[src/inc/i2c_cc_cfg_pkg.sv]
// constants and types shared by the control channel configuration block
package i2c_cc_cfg_pkg;
	localparam int CLK_PERIOD_NS = 40;

	// register indices; the apb byte address is four times the index
	localparam logic [7:0] IDX_GEN_CFG = 8'h03;
	localparam logic [7:0] IDX_CTRL2 = 8'h06;
	localparam logic [7:0] IDX_IDENT = 8'h07;
	localparam logic [7:0] IDX_TGT0 = 8'h08;
	localparam logic [7:0] IDX_TGT1 = 8'h09;
	localparam logic [7:0] IDX_ALIAS0 = 8'h10;
	localparam logic [7:0] IDX_ALIAS1 = 8'h11;

	// field positions
	localparam int GEN_PASS_BIT = 3;
	localparam int C2_SEQ_ERR_BIT = 7;
	localparam int C2_SEQ_CLR_BIT = 6;
	localparam int C2_DLY_LSB = 3;
	localparam int C2_BLK_BIT = 2;
	localparam int C2_FAST_BIT = 1;
	localparam int C2_OFF_BIT = 0;
	localparam int ADDR_LSB = 1;
	localparam int HOLD_BIT = 0;

	// reset values
	localparam logic [7:0] RST_GEN_CFG = 8'h00;
	localparam logic [7:0] RST_CTRL2 = 8'h00;
	localparam logic [7:0] RST_IDENT = 8'h00;
	localparam logic [7:0] RST_TGT = 8'h00;
	localparam logic [7:0] RST_ALIAS = 8'h00;

	// timing
	localparam int SDA_DLY_BASE_NS = 250;
	localparam int SDA_DLY_STEP_NS = 50;
	localparam int WD_SLOW_S = 1;
	localparam int WD_FAST_US = 50;
	localparam int REC_HALF_NS = 5000;
	localparam int WD_SLOW_CYC = WD_SLOW_S * 1000000000 / CLK_PERIOD_NS;
	localparam int WD_FAST_CYC = WD_FAST_US * 1000 / CLK_PERIOD_NS;
	localparam int REC_HALF_CYC = REC_HALF_NS / CLK_PERIOD_NS;
	localparam logic [3:0] REC_PULSES = 4'h9;

	// least clock cycles for a nominal data-line delay setting
	function automatic logic [3:0] sda_dly_cyc(input logic [1:0] sel);
		int ns;
		ns = SDA_DLY_BASE_NS + SDA_DLY_STEP_NS * int'(sel);
		return 4'((ns + CLK_PERIOD_NS - 1) / CLK_PERIOD_NS);
	endfunction

	typedef enum logic [2:0] {
		WD_WATCH = 3'b001,
		WD_PULL = 3'b010,
		WD_LET = 3'b100
	} wd_state_t;
endpackage

[src/i2c_cc_cfg.sv]
// control channel configuration registers, remap and bus watchdog
//
// Contract
// forward sequence error sets flag bit 7
// clear bit 6 clears flag while one
// bits 4:3 pick data delay 250-400ns
// bit 2 rejects remote writes to registers
// watchdog expires 1s, or 50us when fast
// bit 0 stops watchdog entirely
// data high and idle means bus free
// data low at expiry drives nine clocks
// identifier auto-loads, read-only, unless frozen
// frozen identifier takes software written value
// target entries hold physical address 7:1
// alias entries hold local address 7:1
// pass-through forwards alias matches remotely
// sequence flag sticky until cleared
//
// Chosen here: the APB register port.
`timescale 1ns/1ps
`default_nettype none
module i2c_cc_cfg #(
	parameter int WD_SLOW_CYC = i2c_cc_cfg_pkg::WD_SLOW_CYC,
	parameter int ADDR_W = 12
) (
	// clock and reset
	input wire logic core_clk,
	input wire logic rst_b,
	// apb slave
	input wire logic psel,
	input wire logic penable,
	input wire logic pwrite,
	input wire logic [ADDR_W-1:0] paddr,
	input wire logic [31:0] pwdata,
	input wire logic [3:0] pstrb,
	output logic [31:0] prdata,
	output logic pready,
	output logic pslverr,
	// control channel events
	input wire logic seq_err_pulse,
	input wire logic far_id_load,
	input wire logic [6:0] far_id_val,
	// register writes arriving from the serializer side
	input wire logic rmt_wr_en,
	input wire logic [7:0] rmt_wr_idx,
	input wire logic [7:0] rmt_wr_data,
	output logic rmt_wr_reject,
	// local transaction remap
	input wire logic loc_addr_valid,
	input wire logic [6:0] loc_addr,
	output logic fwd_valid,
	output logic [6:0] fwd_addr,
	// i2c pins and local target engine
	input wire logic scl_in,
	output logic scl_out,
	output logic scl_oe_b,
	input wire logic sda_in,
	output logic sda_out,
	output logic sda_oe_b,
	input wire logic sda_low_req,
	output logic bus_free
);
	import i2c_cc_cfg_pkg::*;

	function automatic logic mapped(input logic [7:0] i);
		return (i == IDX_GEN_CFG) || (i == IDX_CTRL2) ||
			(i == IDX_IDENT) || (i == IDX_TGT0) || (i == IDX_TGT1) ||
			(i == IDX_ALIAS0) || (i == IDX_ALIAS1);
	endfunction

	// a zero alias is treated as unused so it never catches general call
	function automatic logic alias_hit(input logic [6:0] a,
		input logic [6:0] al);
		return (al != 7'h00) && (a == al);
	endfunction

	// synchronisers
	logic scl_meta_ff, scl_sync_ff, sda_meta_ff, sda_sync_ff;

	// register state
	logic pass_ff, nxt_pass;
	logic seq_err_ff, nxt_seq_err;
	logic seq_clr_ff, nxt_seq_clr;
	logic [1:0] dly_ff, nxt_dly;
	logic blk_ff, nxt_blk;
	logic fast_ff, nxt_fast;
	logic off_ff, nxt_off;
	logic [6:0] far_id_ff, nxt_far_id;
	logic hold_far_ident_ff, nxt_hold_far_ident;
	logic [6:0] tgt0_ff, nxt_tgt0, tgt1_ff, nxt_tgt1;
	logic [6:0] alias0_ff, nxt_alias0, alias1_ff, nxt_alias1;

	// bus answer and event outputs
	logic [31:0] prdata_ff;
	logic pready_ff, pslverr_ff;
	logic reject_ff, fwd_valid_ff;
	logic [6:0] fwd_addr_ff;
	logic od_low_ff;
	logic [7:0] rd_byte;

	// apb decode
	wire [7:0] idx = paddr[9:2];
	wire addr_ok = (paddr[1:0] == 2'b00) && (paddr[ADDR_W-1:10] == '0);
	wire apb_hit = addr_ok && mapped(idx);
	wire apb_setup = psel & ~penable;
	wire apb_wr = psel & penable & pready_ff & pwrite & apb_hit &
		pstrb[0];

	// one write port shared by apb and the serializer side; apb first
	wire rmt_ok = rmt_wr_en & ~blk_ff & ~apb_wr & mapped(rmt_wr_idx);
	wire wr_go = apb_wr | rmt_ok;
	wire [7:0] wr_idx = apb_wr ? idx : rmt_wr_idx;
	wire [7:0] wr_dat = apb_wr ? pwdata[7:0] : rmt_wr_data;
	wire wr_gen = wr_go && (wr_idx == IDX_GEN_CFG);
	wire wr_c2 = wr_go && (wr_idx == IDX_CTRL2);
	wire wr_id = wr_go && (wr_idx == IDX_IDENT);
	wire wr_tgt0 = wr_go && (wr_idx == IDX_TGT0);
	wire wr_tgt1 = wr_go && (wr_idx == IDX_TGT1);
	wire wr_alias0 = wr_go && (wr_idx == IDX_ALIAS0);
	wire wr_alias1 = wr_go && (wr_idx == IDX_ALIAS1);
	wire [6:0] wr_addr = wr_dat[7:ADDR_LSB];

	// the identifier field opens to software once frozen, or in the
	// same write that freezes it
	wire id_sw = wr_id & (hold_far_ident_ff | wr_dat[HOLD_BIT]);
	wire id_auto = far_id_load & ~hold_far_ident_ff;

	// remap decode
	wire hit0 = pass_ff & alias_hit(loc_addr, alias0_ff);
	wire hit1 = pass_ff & alias_hit(loc_addr, alias1_ff);

	assign nxt_pass = wr_gen ? wr_dat[GEN_PASS_BIT] : pass_ff;
	// set wins over the clear; the flag stays up otherwise
	assign nxt_seq_err = seq_err_pulse ? 1'b1 :
		(seq_clr_ff ? 1'b0 : seq_err_ff);
	assign nxt_seq_clr = wr_c2 ? wr_dat[C2_SEQ_CLR_BIT] : seq_clr_ff;
	assign nxt_dly = wr_c2 ? wr_dat[C2_DLY_LSB+:2] : dly_ff;
	assign nxt_blk = wr_c2 ? wr_dat[C2_BLK_BIT] : blk_ff;
	assign nxt_fast = wr_c2 ? wr_dat[C2_FAST_BIT] : fast_ff;
	assign nxt_off = wr_c2 ? wr_dat[C2_OFF_BIT] : off_ff;
	assign nxt_hold_far_ident = wr_id ? wr_dat[HOLD_BIT] :
		hold_far_ident_ff;
	assign nxt_far_id = id_sw ? wr_addr :
		(id_auto ? far_id_val : far_id_ff);
	assign nxt_tgt0 = wr_tgt0 ? wr_addr : tgt0_ff;
	assign nxt_tgt1 = wr_tgt1 ? wr_addr : tgt1_ff;
	assign nxt_alias0 = wr_alias0 ? wr_addr : alias0_ff;
	assign nxt_alias1 = wr_alias1 ? wr_addr : alias1_ff;

	// read view; reserved bits read zero
	always_comb begin
		rd_byte = 8'h00;
		case (idx)
			IDX_GEN_CFG: rd_byte[GEN_PASS_BIT] = pass_ff;
			IDX_CTRL2: rd_byte = {seq_err_ff, seq_clr_ff, 1'b0, dly_ff,
				blk_ff, fast_ff, off_ff};
			IDX_IDENT: rd_byte = {far_id_ff, hold_far_ident_ff};
			IDX_TGT0: rd_byte = {tgt0_ff, 1'b0};
			IDX_TGT1: rd_byte = {tgt1_ff, 1'b0};
			IDX_ALIAS0: rd_byte = {alias0_ff, 1'b0};
			IDX_ALIAS1: rd_byte = {alias1_ff, 1'b0};
			default: rd_byte = 8'h00;
		endcase
	end

	always_ff @(posedge core_clk or negedge rst_b) begin
		if (!rst_b) begin
			scl_meta_ff <= 1'b1;
			scl_sync_ff <= 1'b1;
			sda_meta_ff <= 1'b1;
			sda_sync_ff <= 1'b1;
		end else begin
			scl_meta_ff <= scl_in;
			scl_sync_ff <= scl_meta_ff;
			sda_meta_ff <= sda_in;
			sda_sync_ff <= sda_meta_ff;
		end
	end

	always_ff @(posedge core_clk or negedge rst_b) begin
		if (!rst_b) begin
			pass_ff <= RST_GEN_CFG[GEN_PASS_BIT];
			seq_err_ff <= RST_CTRL2[C2_SEQ_ERR_BIT];
			seq_clr_ff <= RST_CTRL2[C2_SEQ_CLR_BIT];
			dly_ff <= RST_CTRL2[C2_DLY_LSB+:2];
			blk_ff <= RST_CTRL2[C2_BLK_BIT];
			fast_ff <= RST_CTRL2[C2_FAST_BIT];
			off_ff <= RST_CTRL2[C2_OFF_BIT];
			far_id_ff <= RST_IDENT[7:ADDR_LSB];
			hold_far_ident_ff <= RST_IDENT[HOLD_BIT];
			tgt0_ff <= RST_TGT[7:ADDR_LSB];
			tgt1_ff <= RST_TGT[7:ADDR_LSB];
			alias0_ff <= RST_ALIAS[7:ADDR_LSB];
			alias1_ff <= RST_ALIAS[7:ADDR_LSB];
		end else begin
			pass_ff <= nxt_pass;
			seq_err_ff <= nxt_seq_err;
			seq_clr_ff <= nxt_seq_clr;
			dly_ff <= nxt_dly;
			blk_ff <= nxt_blk;
			fast_ff <= nxt_fast;
			off_ff <= nxt_off;
			far_id_ff <= nxt_far_id;
			hold_far_ident_ff <= nxt_hold_far_ident;
			tgt0_ff <= nxt_tgt0;
			tgt1_ff <= nxt_tgt1;
			alias0_ff <= nxt_alias0;
			alias1_ff <= nxt_alias1;
		end
	end

	// answer in the first access cycle; read data settle during setup
	always_ff @(posedge core_clk or negedge rst_b) begin
		if (!rst_b) begin
			pready_ff <= 1'b0;
			pslverr_ff <= 1'b0;
			prdata_ff <= 32'h0000_0000;
		end else begin
			pready_ff <= apb_setup;
			pslverr_ff <= apb_setup & ~apb_hit;
			if (apb_setup) begin
				prdata_ff <= apb_hit ? {24'h00_0000, rd_byte} :
					32'h0000_0000;
			end
		end
	end

	always_ff @(posedge core_clk or negedge rst_b) begin
		if (!rst_b) begin
			reject_ff <= 1'b0;
			fwd_valid_ff <= 1'b0;
			fwd_addr_ff <= 7'h00;
			od_low_ff <= 1'b0;
		end else begin
			reject_ff <= rmt_wr_en & ~rmt_ok;
			fwd_valid_ff <= loc_addr_valid & (hit0 | hit1);
			if (loc_addr_valid & (hit0 | hit1)) begin
				fwd_addr_ff <= hit0 ? tgt0_ff : tgt1_ff;
			end
			od_low_ff <= 1'b0;
		end
	end

	bus_watchdog #(
		.SLOW_CYC(WD_SLOW_CYC),
		.CNT_W(25)
	) u_watchdog (
		.core_clk(core_clk),
		.rst_b(rst_b),
		.scl_i(scl_sync_ff),
		.sda_i(sda_sync_ff),
		.fast(fast_ff),
		.off(off_ff),
		.bus_free(bus_free),
		.scl_oe_b(scl_oe_b)
	);

	sda_delay u_sda_delay (
		.core_clk(core_clk),
		.rst_b(rst_b),
		.scl_i(scl_sync_ff),
		.sda_low_req(sda_low_req),
		.dly_sel(dly_ff),
		.sda_oe_b(sda_oe_b)
	);

	assign prdata = prdata_ff;
	assign pready = pready_ff;
	assign pslverr = pslverr_ff;
	assign rmt_wr_reject = reject_ff;
	assign fwd_valid = fwd_valid_ff;
	assign fwd_addr = fwd_addr_ff;
	// open-drain pins only ever pull low
	assign scl_out = od_low_ff;
	assign sda_out = od_low_ff;
endmodule // i2c_cc_cfg
`default_nettype wire

[src/bus_watchdog.sv]
// i2c bus watchdog with free-bus detection and nine-clock recovery
`timescale 1ns/1ps
`default_nettype none
module bus_watchdog #(
	parameter int SLOW_CYC = i2c_cc_cfg_pkg::WD_SLOW_CYC,
	parameter int CNT_W = 25
) (
	// clock and reset
	input wire logic core_clk,
	input wire logic rst_b,
	// synchronised bus levels
	input wire logic scl_i,
	input wire logic sda_i,
	// control
	input wire logic fast,
	input wire logic off,
	// results
	output logic bus_free,
	output logic scl_oe_b
);
	import i2c_cc_cfg_pkg::*;

	wd_state_t state_ff, nxt_state;
	logic [CNT_W-1:0] cnt_ff, nxt_cnt;
	logic [3:0] pulse_ff, nxt_pulse;
	logic scl_prev_ff, sda_prev_ff;
	logic free_ff, nxt_free;
	logic oe_b_ff, nxt_oe_b;

	wire activity = (scl_prev_ff != scl_i) || (sda_prev_ff != sda_i);
	wire [CNT_W-1:0] lim = fast ? CNT_W'(WD_FAST_CYC - 1) :
		CNT_W'(SLOW_CYC - 1);
	wire [CNT_W-1:0] half = CNT_W'(REC_HALF_CYC - 1);
	wire expired = cnt_ff == lim;
	wire half_done = cnt_ff == half;
	wire last_pulse = pulse_ff == REC_PULSES - 4'h1;

	always_comb begin
		nxt_state = state_ff;
		nxt_cnt = cnt_ff;
		nxt_pulse = pulse_ff;
		nxt_free = free_ff;
		nxt_oe_b = oe_b_ff;
		case (state_ff)
			WD_WATCH: begin
				if (off) begin
					nxt_cnt = '0;
					nxt_free = 1'b0;
				end else if (activity) begin
					nxt_cnt = '0;
					nxt_free = 1'b0;
				end else if (expired) begin
					if (sda_i) begin
						nxt_free = 1'b1;
					end else begin
						nxt_state = WD_PULL;
						nxt_cnt = '0;
						nxt_pulse = '0;
						nxt_oe_b = 1'b0;
					end
				end else begin
					nxt_cnt = cnt_ff + 1'b1;
				end
			end
			WD_PULL: begin
				if (off) begin
					nxt_state = WD_WATCH;
					nxt_cnt = '0;
					nxt_oe_b = 1'b1;
				end else if (half_done) begin
					nxt_state = WD_LET;
					nxt_cnt = '0;
					nxt_oe_b = 1'b1;
				end else begin
					nxt_cnt = cnt_ff + 1'b1;
				end
			end
			WD_LET: begin
				if (off || (half_done && last_pulse)) begin
					nxt_state = WD_WATCH;
					nxt_cnt = '0;
				end else if (half_done) begin
					nxt_state = WD_PULL;
					nxt_cnt = '0;
					nxt_pulse = pulse_ff + 4'h1;
					nxt_oe_b = 1'b0;
				end else begin
					nxt_cnt = cnt_ff + 1'b1;
				end
			end
			default: begin
				nxt_state = WD_WATCH;
				nxt_cnt = '0;
				nxt_oe_b = 1'b1;
			end
		endcase
	end

	always_ff @(posedge core_clk or negedge rst_b) begin
		if (!rst_b) begin
			state_ff <= WD_WATCH;
			cnt_ff <= '0;
			pulse_ff <= '0;
			free_ff <= 1'b0;
			oe_b_ff <= 1'b1;
			scl_prev_ff <= 1'b1;
			sda_prev_ff <= 1'b1;
		end else begin
			state_ff <= nxt_state;
			cnt_ff <= nxt_cnt;
			pulse_ff <= nxt_pulse;
			free_ff <= nxt_free;
			oe_b_ff <= nxt_oe_b;
			scl_prev_ff <= scl_i;
			sda_prev_ff <= sda_i;
		end
	end

	assign bus_free = free_ff;
	assign scl_oe_b = oe_b_ff;
endmodule // bus_watchdog
`default_nettype wire

[src/sda_delay.sv]
// delays the data-line drive after each clock-line fall
`timescale 1ns/1ps
`default_nettype none
module sda_delay (
	// clock and reset
	input wire logic core_clk,
	input wire logic rst_b,
	// inputs
	input wire logic scl_i,
	input wire logic sda_low_req,
	input wire logic [1:0] dly_sel,
	// open-drain enable, low drives the line low
	output logic sda_oe_b
);
	import i2c_cc_cfg_pkg::*;

	logic scl_prev_ff;
	logic [3:0] cnt_ff;
	logic oe_b_ff;

	wire scl_fall = scl_prev_ff & ~scl_i;
	wire apply = cnt_ff == 4'h1;

	always_ff @(posedge core_clk or negedge rst_b) begin
		if (!rst_b) begin
			scl_prev_ff <= 1'b1;
			cnt_ff <= 4'h0;
			oe_b_ff <= 1'b1;
		end else begin
			scl_prev_ff <= scl_i;
			if (scl_fall) begin
				cnt_ff <= sda_dly_cyc(dly_sel);
			end else if (cnt_ff != 4'h0) begin
				cnt_ff <= cnt_ff - 4'h1;
			end
			// request is sampled late so the engine may settle meanwhile
			if (apply) begin
				oe_b_ff <= ~sda_low_req;
			end
		end
	end

	assign sda_oe_b = oe_b_ff;
endmodule // sda_delay
`default_nettype wire

[config.mk]
export PLATFORM = sky130hd
export DESIGN_NAME = i2c_cc_cfg
export DESIGN_NICKNAME = d
export VERILOG_FILES = /design/src/inc/i2c_cc_cfg_pkg.sv /design/src/i2c_cc_cfg.sv /design/src/bus_watchdog.sv /design/src/sda_delay.sv
export SDC_FILE = /design/constraint.sdc
export NUM_CORES = 1
export LEC_CHECK = 0
export BUFFER_PORTS_ARGS = -buffer_cell sky130_fd_sc_hd__buf_2
export CORE_ASPECT_RATIO = 1.2
export CORE_MARGIN = 4
export CORE_UTILIZATION = 58
export DETAILED_ROUTE_END_ITERATION = 8
export GPL_ROUTABILITY_DRIVEN = 0
export PLACE_DENSITY_LB_ADDON = 0.15
export SYNTH_ARGS = -nofsm -noshare
export SYNTH_HDL_FRONTEND = slang
export SYNTH_SLANG_ARGS = --single-unit
[constraint.sdc]
create_clock -name core_clk -period 7.7 [get_ports core_clk]
set_input_delay 1.54 -clock core_clk [delete_from_list [all_inputs] [get_ports core_clk]]
set_output_delay 1.54 -clock core_clk [all_outputs]
set_load 0.01 [all_outputs]
Word level (Yosys, flattened, before mapping)
Cells that the tools add are included.
- flip-flop bits (word level): 132
- input port bits: 90
- output and inout port bits: 48
- logic and storage cells: 201
- add/subtract/negate cells: 6
- multiply operators: 1
- divide/modulo/power cells: 1
- eq/ne operators: 41
- muxes and demuxes: 51
- bitwise logic cells: 28
- reduce and logical (&&, ||, !) cells: 41
- operators by type and width (kind ; count):
    two-way mux 25 bit ; 8
    case mux 25 bit (3 select lines) ; 1
    equality test 8 x 3 -> 1 bit, second input constant ; 6
    equality test 8 x 4 -> 1 bit, second input constant ; 6
    equality test 8 x 5 -> 1 bit, second input constant ; 6
    adder 32 x 7 -> 32 bit, second input constant ; 1
    adder 9 x 32 -> 32 bit, first input constant ; 1
    divider 32 x 7 -> 32 bit, second input constant ; 1
    two-way mux 4 bit ; 8
    subtractor 32 x 2 -> 32 bit, second input constant ; 1
    adder 25 x 1 -> 25 bit, second input constant ; 1
    equality test 25 bit ; 1
    equality test 25 x 7 -> 1 bit, second input constant ; 1
    equality test 8 x 2 -> 1 bit, second input constant ; 3
    two-way mux 3 bit ; 8
    two-way mux 8 bit ; 3
    case mux 4 bit (6 select lines) ; 1
    two-way mux 7 bit ; 3
    case mux 3 bit (6 select lines) ; 1
    bitwise AND 1 bit ; 17
    equality test 7 bit ; 2
    logical OR 1 bit ; 14
    two-way mux 1 bit ; 14
    AND reduction 7 bit ; 2
    other kinds (28) ; 59

Longest topological paths before layout
- depth after elaboration: 17
- mapped depth: 10
- mapped depth without buffers: 8

Hierarchy
A second synthesis with hierarchy kept.
- cells, all modules: 688
- area total of the unflattened synthesis: 6682.7 um^2
- by module, submodules not included (module ; times used ; cells an instance ; area an instance (um^2) ; seq. area each (um^2)):
    i2c_cc_cfg ; 1 ; 424 ; 4098.9 ; 1681.6
    bus_watchdog ; 1 ; 226 ; 2195.9 ; 905.9
    sda_delay ; 1 ; 38 ; 387.9 ; 152.6

Worst setup path after synthesis
OpenSTA, ideal clock, no wires.
- kind: in2reg
- start point: input paddr[7]
- end point: register far_id_ff[0]
- library setup time: 0.125 ns
- arrival time: 3.469 ns
- data required time: 7.575 ns
- setup slack: 4.106 ns
- stages on the path: 6
- buffers on the path: 0
- path through: nor3_1 nand2_1 nor3_2 mux2_2 o21ai_2 mux2_2
- longest elaborated chain between the ends: 17
- elaborated cells on any way between the ends: 28
- those cells by class: eq/ne (8); mux (3); bitwise (8); reduce/logical (9)
- RTL lines (what ; RTL line ; source):
    start: declaration ; i2c_cc_cfg.sv:33 ; input wire logic [ADDR_W-1:0] paddr,
    equality test 8 x 2 -> 1 bit or equality test 8 x 3 -> 1 bit (tied branches) ; i2c_cc_cfg.sv:66 ; return (i == IDX_GEN_CFG) || (i == IDX_CTRL2) ||
    logical OR 1 bit (2 in series) ; i2c_cc_cfg.sv:66 ;
    logical OR 1 bit (3 in series) ; i2c_cc_cfg.sv:67 ; (i == IDX_IDENT) || (i == IDX_TGT0) || (i == IDX_TGT1) ||
    logical OR 1 bit ; i2c_cc_cfg.sv:68 ; (i == IDX_ALIAS0) || (i == IDX_ALIAS1);
    logical AND 1 bit ; i2c_cc_cfg.sv:104 ; wire apb_hit = addr_ok && mapped(idx);
    bitwise AND 1 bit (2 in series) ; i2c_cc_cfg.sv:106 ; wire apb_wr = psel & penable & pready_ff & pwrite & apb_hit &
    inverter 1 bit ; i2c_cc_cfg.sv:110 ; wire rmt_ok = rmt_wr_en & ~blk_ff & ~apb_wr & mapped(rmt_wr_idx);
    bitwise AND 1 bit (2 in series) ; i2c_cc_cfg.sv:110 ;
    bitwise OR 1 bit ; i2c_cc_cfg.sv:111 ; wire wr_go = apb_wr | rmt_ok;
    logical AND 1 bit ; i2c_cc_cfg.sv:116 ; wire wr_id = wr_go && (wr_idx == IDX_IDENT);
    bitwise AND 1 bit ; i2c_cc_cfg.sv:125 ; wire id_sw = wr_id & (hold_far_ident_ff | wr_dat[HOLD_BIT]);
    two-way mux 7 bit or nonzero test 2 bit (tied branches) ; - ;
    end signal: assignment ; i2c_cc_cfg.sv:189 ; far_id_ff <= RST_IDENT[7:ADDR_LSB];
    end signal: assignment ; i2c_cc_cfg.sv:203 ; far_id_ff <= nxt_far_id;
    end: declaration ; i2c_cc_cfg.sv:88 ; logic [6:0] far_id_ff, nxt_far_id;
Parallel ways exist; a longest one is shown, timed or not.
A chain may end at the register's enable or synchronous reset.

Worst setup path after layout
- start point: input paddr[3]
- end point: register blk_ff
- longest elaborated chain between the ends: 15
- elaborated cells on any way between the ends: 24
- those cells by class: eq/ne (8); mux (2); bitwise (6); reduce/logical (8)
- RTL lines (what ; RTL line ; source):
    equality test 8 x 2 -> 1 bit or equality test 8 x 3 -> 1 bit (tied branches) ; i2c_cc_cfg.sv:66 ;
    logical OR 1 bit (2 in series) ; i2c_cc_cfg.sv:66 ;
    logical OR 1 bit (3 in series) ; i2c_cc_cfg.sv:67 ;
    logical OR 1 bit ; i2c_cc_cfg.sv:68 ;
    logical AND 1 bit ; i2c_cc_cfg.sv:104 ;
    bitwise AND 1 bit (2 in series) ; i2c_cc_cfg.sv:106 ;
    inverter 1 bit ; i2c_cc_cfg.sv:110 ;
    bitwise AND 1 bit (2 in series) ; i2c_cc_cfg.sv:110 ;
    bitwise OR 1 bit ; i2c_cc_cfg.sv:111 ;
    logical AND 1 bit ; i2c_cc_cfg.sv:115 ; wire wr_c2 = wr_go && (wr_idx == IDX_CTRL2);
    end signal: assignment ; i2c_cc_cfg.sv:186 ; blk_ff <= RST_CTRL2[C2_BLK_BIT];
    end signal: assignment ; i2c_cc_cfg.sv:200 ; blk_ff <= nxt_blk;
    end: declaration ; i2c_cc_cfg.sv:85 ; logic blk_ff, nxt_blk;
Parallel ways exist; a longest one is shown, timed or not.

==> results.toml <==
[route]
drc = 0
routed_via_density = 6.04
first_pass_iters = 5
vias = 4885
drt-total-wl_mm = 14.7
wl_per_cell_um = 18.2
drtIter0Drc = 281
detail-route-antenna-nets = 0

[die]
fp.dieH_um = 121
io_pins = 138
rows = 40
start_util_pct = 60.4
dieArea_sq_mm = 0.0124
fp.coreArea_sq_mm = 0.0102
die_x_um = 102

[critical_path]
cp_max_fo = 23
path_class = "in -> reg"
timing.rr.start = "u_watchdog.cnt_ff[1]"
critical_path.endpoint_type = "flop"
r2r-end = "u_watchdog.cnt_ff[6]"
start_kind = "primary input"
worstPathRequired_ns = 7.93
rr_worst_depth = 8
cp_data_arrival_time_ns = 4.04
rrSetupSlack_ns = 4.53

[hold_path]
hp-class = "reg -> reg"
hold_path_depth = 0
min_to = "scl_sync_ff"
worstHoldStart = "scl_meta_ff"

[clock_tree]
clockRootBuffer = "clkbuf_16"
htreeDepth = 3
insertion_delay_ns = 0.35
post_cts_buffers = 0
cts_tree = "built"
clkSinkCount = 108
hold_buffers = 0
cts_inserted_buffers = 9
cts_resized = 0
path_clk_slew_ns = 0.07
max-clock-path-buffers = 2

[layout]
layout.nets = 779
diodes = 0
drive_gt1_share_pct = 30.2
final_cell_mix = "99 x dfrtp_1, 83 x buf_2, 74 x mux2_2"
syn2layout_area_growth_pct = 12.1
fin_cells = 809
final_common_cell = "dfrtp_1"

[sta]
tightest_slew_ns = 0.880
relSlewSlack_pct = 41.4
fmax_mhz = 262
setup_viol = 0
timing.final.crit_share_pct = 49.5
rsz0062_at_grt = "no"
period_minus_slack_ns = 3.81
hold_viol_final = 0
setup-tns-final_ns = 0
drv_slew = 0
skew_ns = 0.00627

[synth]
yosysWarnings = 0
async_flop_share_pct = 100
synth_edf_count = 0
netlist_top_cells_area = "dfrtp_1 40%, mux2_2 14%, dfstp_2 3.8%"
yosysUniqueCellTypes = 65
post-synth-top-area-cell = "dfrtp_1"
syn_inst = 601
synth_area_sq_mm = 0.00617
yosysTopAreaCellShare_pct = 40.2
synthFlopType = "dfrtp_1"
synth-seq-area-share_pct = 44.0
syn_area_per_cell_sq_um = 10.3
synth_seq_cells = 108

[run_status]
run_status = "finished, final reports clean"

[global_routing]
grt_overflow = 0
grtUsageTotal_pct = 24.6
grt_pass1_vias = 4982
grt_pass1_wl_mm = 24.0
grt_max_degree = 71
antenna_found_initial = 0

[pwr]
ir_drop_mv = 0.100
fin_total_pwr_mw = 1.28
leakage_nw = 3.17
power_density_mw_per_mm2 = 185

[place]
dp_cells = 793
dpl.hpwl_mm = 11.0
port_buffers = 84

[flow_run]
cap_viol_max_count = 0
## registers in the layout, indices dropped and copies added, names as in the netlist, 2 cells and up
signal / flops
tgt0_ff: 7
alias0_ff: 7
u_watchdog.state_ff: 3
u_watchdog.pulse_ff: 4
dly_ff: 2
prdata: 8
u_sda_delay.cnt_ff: 4
alias1_ff: 7
u_watchdog.cnt_ff: 25
tgt1_ff: 7
fwd_addr: 7
far_id_ff: 7
## metal layers
layer	wire, um	part of all wire (%)	GRT usage, %
met5	0	0	0
met4	469	3.2	11.8
met3	782	5.3	3.97
met2	7580	52	40.9
met1	5870	40	30.9
## Yosys cell counts (all sizes together), types with 2 or more instances
library cell	instances
xnor2	14
mux2	74
dfstp	9
nand4	14
nor2b	5
nor2	47
buf	33
a41oi	2
and4	3
a32oi	2
a211oi	4
o21bai	2
and2	3
nand3b	9
inv	19
dfrtp	99
o32ai	3
mux2i	3
nor4b	6
nor3b	4
xor2	20
a22oi	2
or4	4
nand3	31
ha	11
clkbuf	17
a21oi	20
a31oi	5
nor4	7
a221o	4
or2	2
or3	4
a222oi	6
o31ai	2
nor3	13
nand2	42
nand2b	5
and3	12
o21ai	27
## per-stage QoR
step	cell area [sq um]	setup slack, ns	util, %	hold WS [ns]
after CTS	6910	3.90	67.7	0.358
after floorplan	6260	4.11	-	0.345
after global routing	6910	3.75	67.7	0.359
after global placement	6590	3.67	64.6	0.346
after detailed placement	6590	3.59	64.6	0.348
final	6910	3.89	67.7	0.357
## worst max-delay path, stage by stage
cell      delay, ns
buf_2          0.14
nor4b_2        0.29
buf_4          0.26
a311oi_1       0.11
nor3_2         0.22
buf_4          0.32
nor4b_1        0.11
a31oi_1        0.62
mux2_2         0.42
## logic make-up (layout without fill, tap and decap cells)
| logic type | count (synthesis) | after routing | synth area share (%) |
|---|---|---|---|
| AO/OA/AOI/OAI | 88 | 88 | 10.4 |
| other | 1 | 26 | 0.0608 |
| AND/OR/NAND/NOR | 213 | 213 | 18.3 |
| multiplexers | 77 | 77 | 14.0 |
| adder cells (fa/ha/maj) | 11 | 11 | 2.23 |
| XOR/XNOR | 34 | 34 | 4.83 |
| flip-flops | 108 | 108 | 44.0 |
| buffers and inverters | 69 | 126 | 6.15 |
## area by class of cell
| type | count | area [sq um] |
|---|---|---|
| flip-flops and latches | 108 | 2710 |
| well taps | 126 | 158 |
| repair buffers | 91 | 475 |
| clock inverters | 4 | 55.1 |
| clock buffers | 12 | 267 |
| multi-input cells | 449 | 3170 |
| inverters | 19 | 71.3 |
| fillers | 796 | 3300 |
## worst max path at each step
stage / cells after the start / end / from / slack, ns
3_3_place_gp: 9 / off_ff / paddr[3] / 3.67
6_report: 9 / blk_ff / paddr[3] / 3.89
2_1_floorplan: 6 / far_id_ff[0] / paddr[7] / 4.11
4_1_cts: 9 / blk_ff / paddr[3] / 3.90
3_5_place_dp: 9 / blk_ff / paddr[3] / 3.59
5_1_grt: 9 / blk_ff / paddr[3] / 3.75
## report_power, final
part           switching (mW)  internal (mW)
registers              0.0290          0.600
logic                  0.0901         0.0707
clock network           0.206          0.281
total                   0.325          0.951
Note: power is estimated with default switching activity, not from simulation.
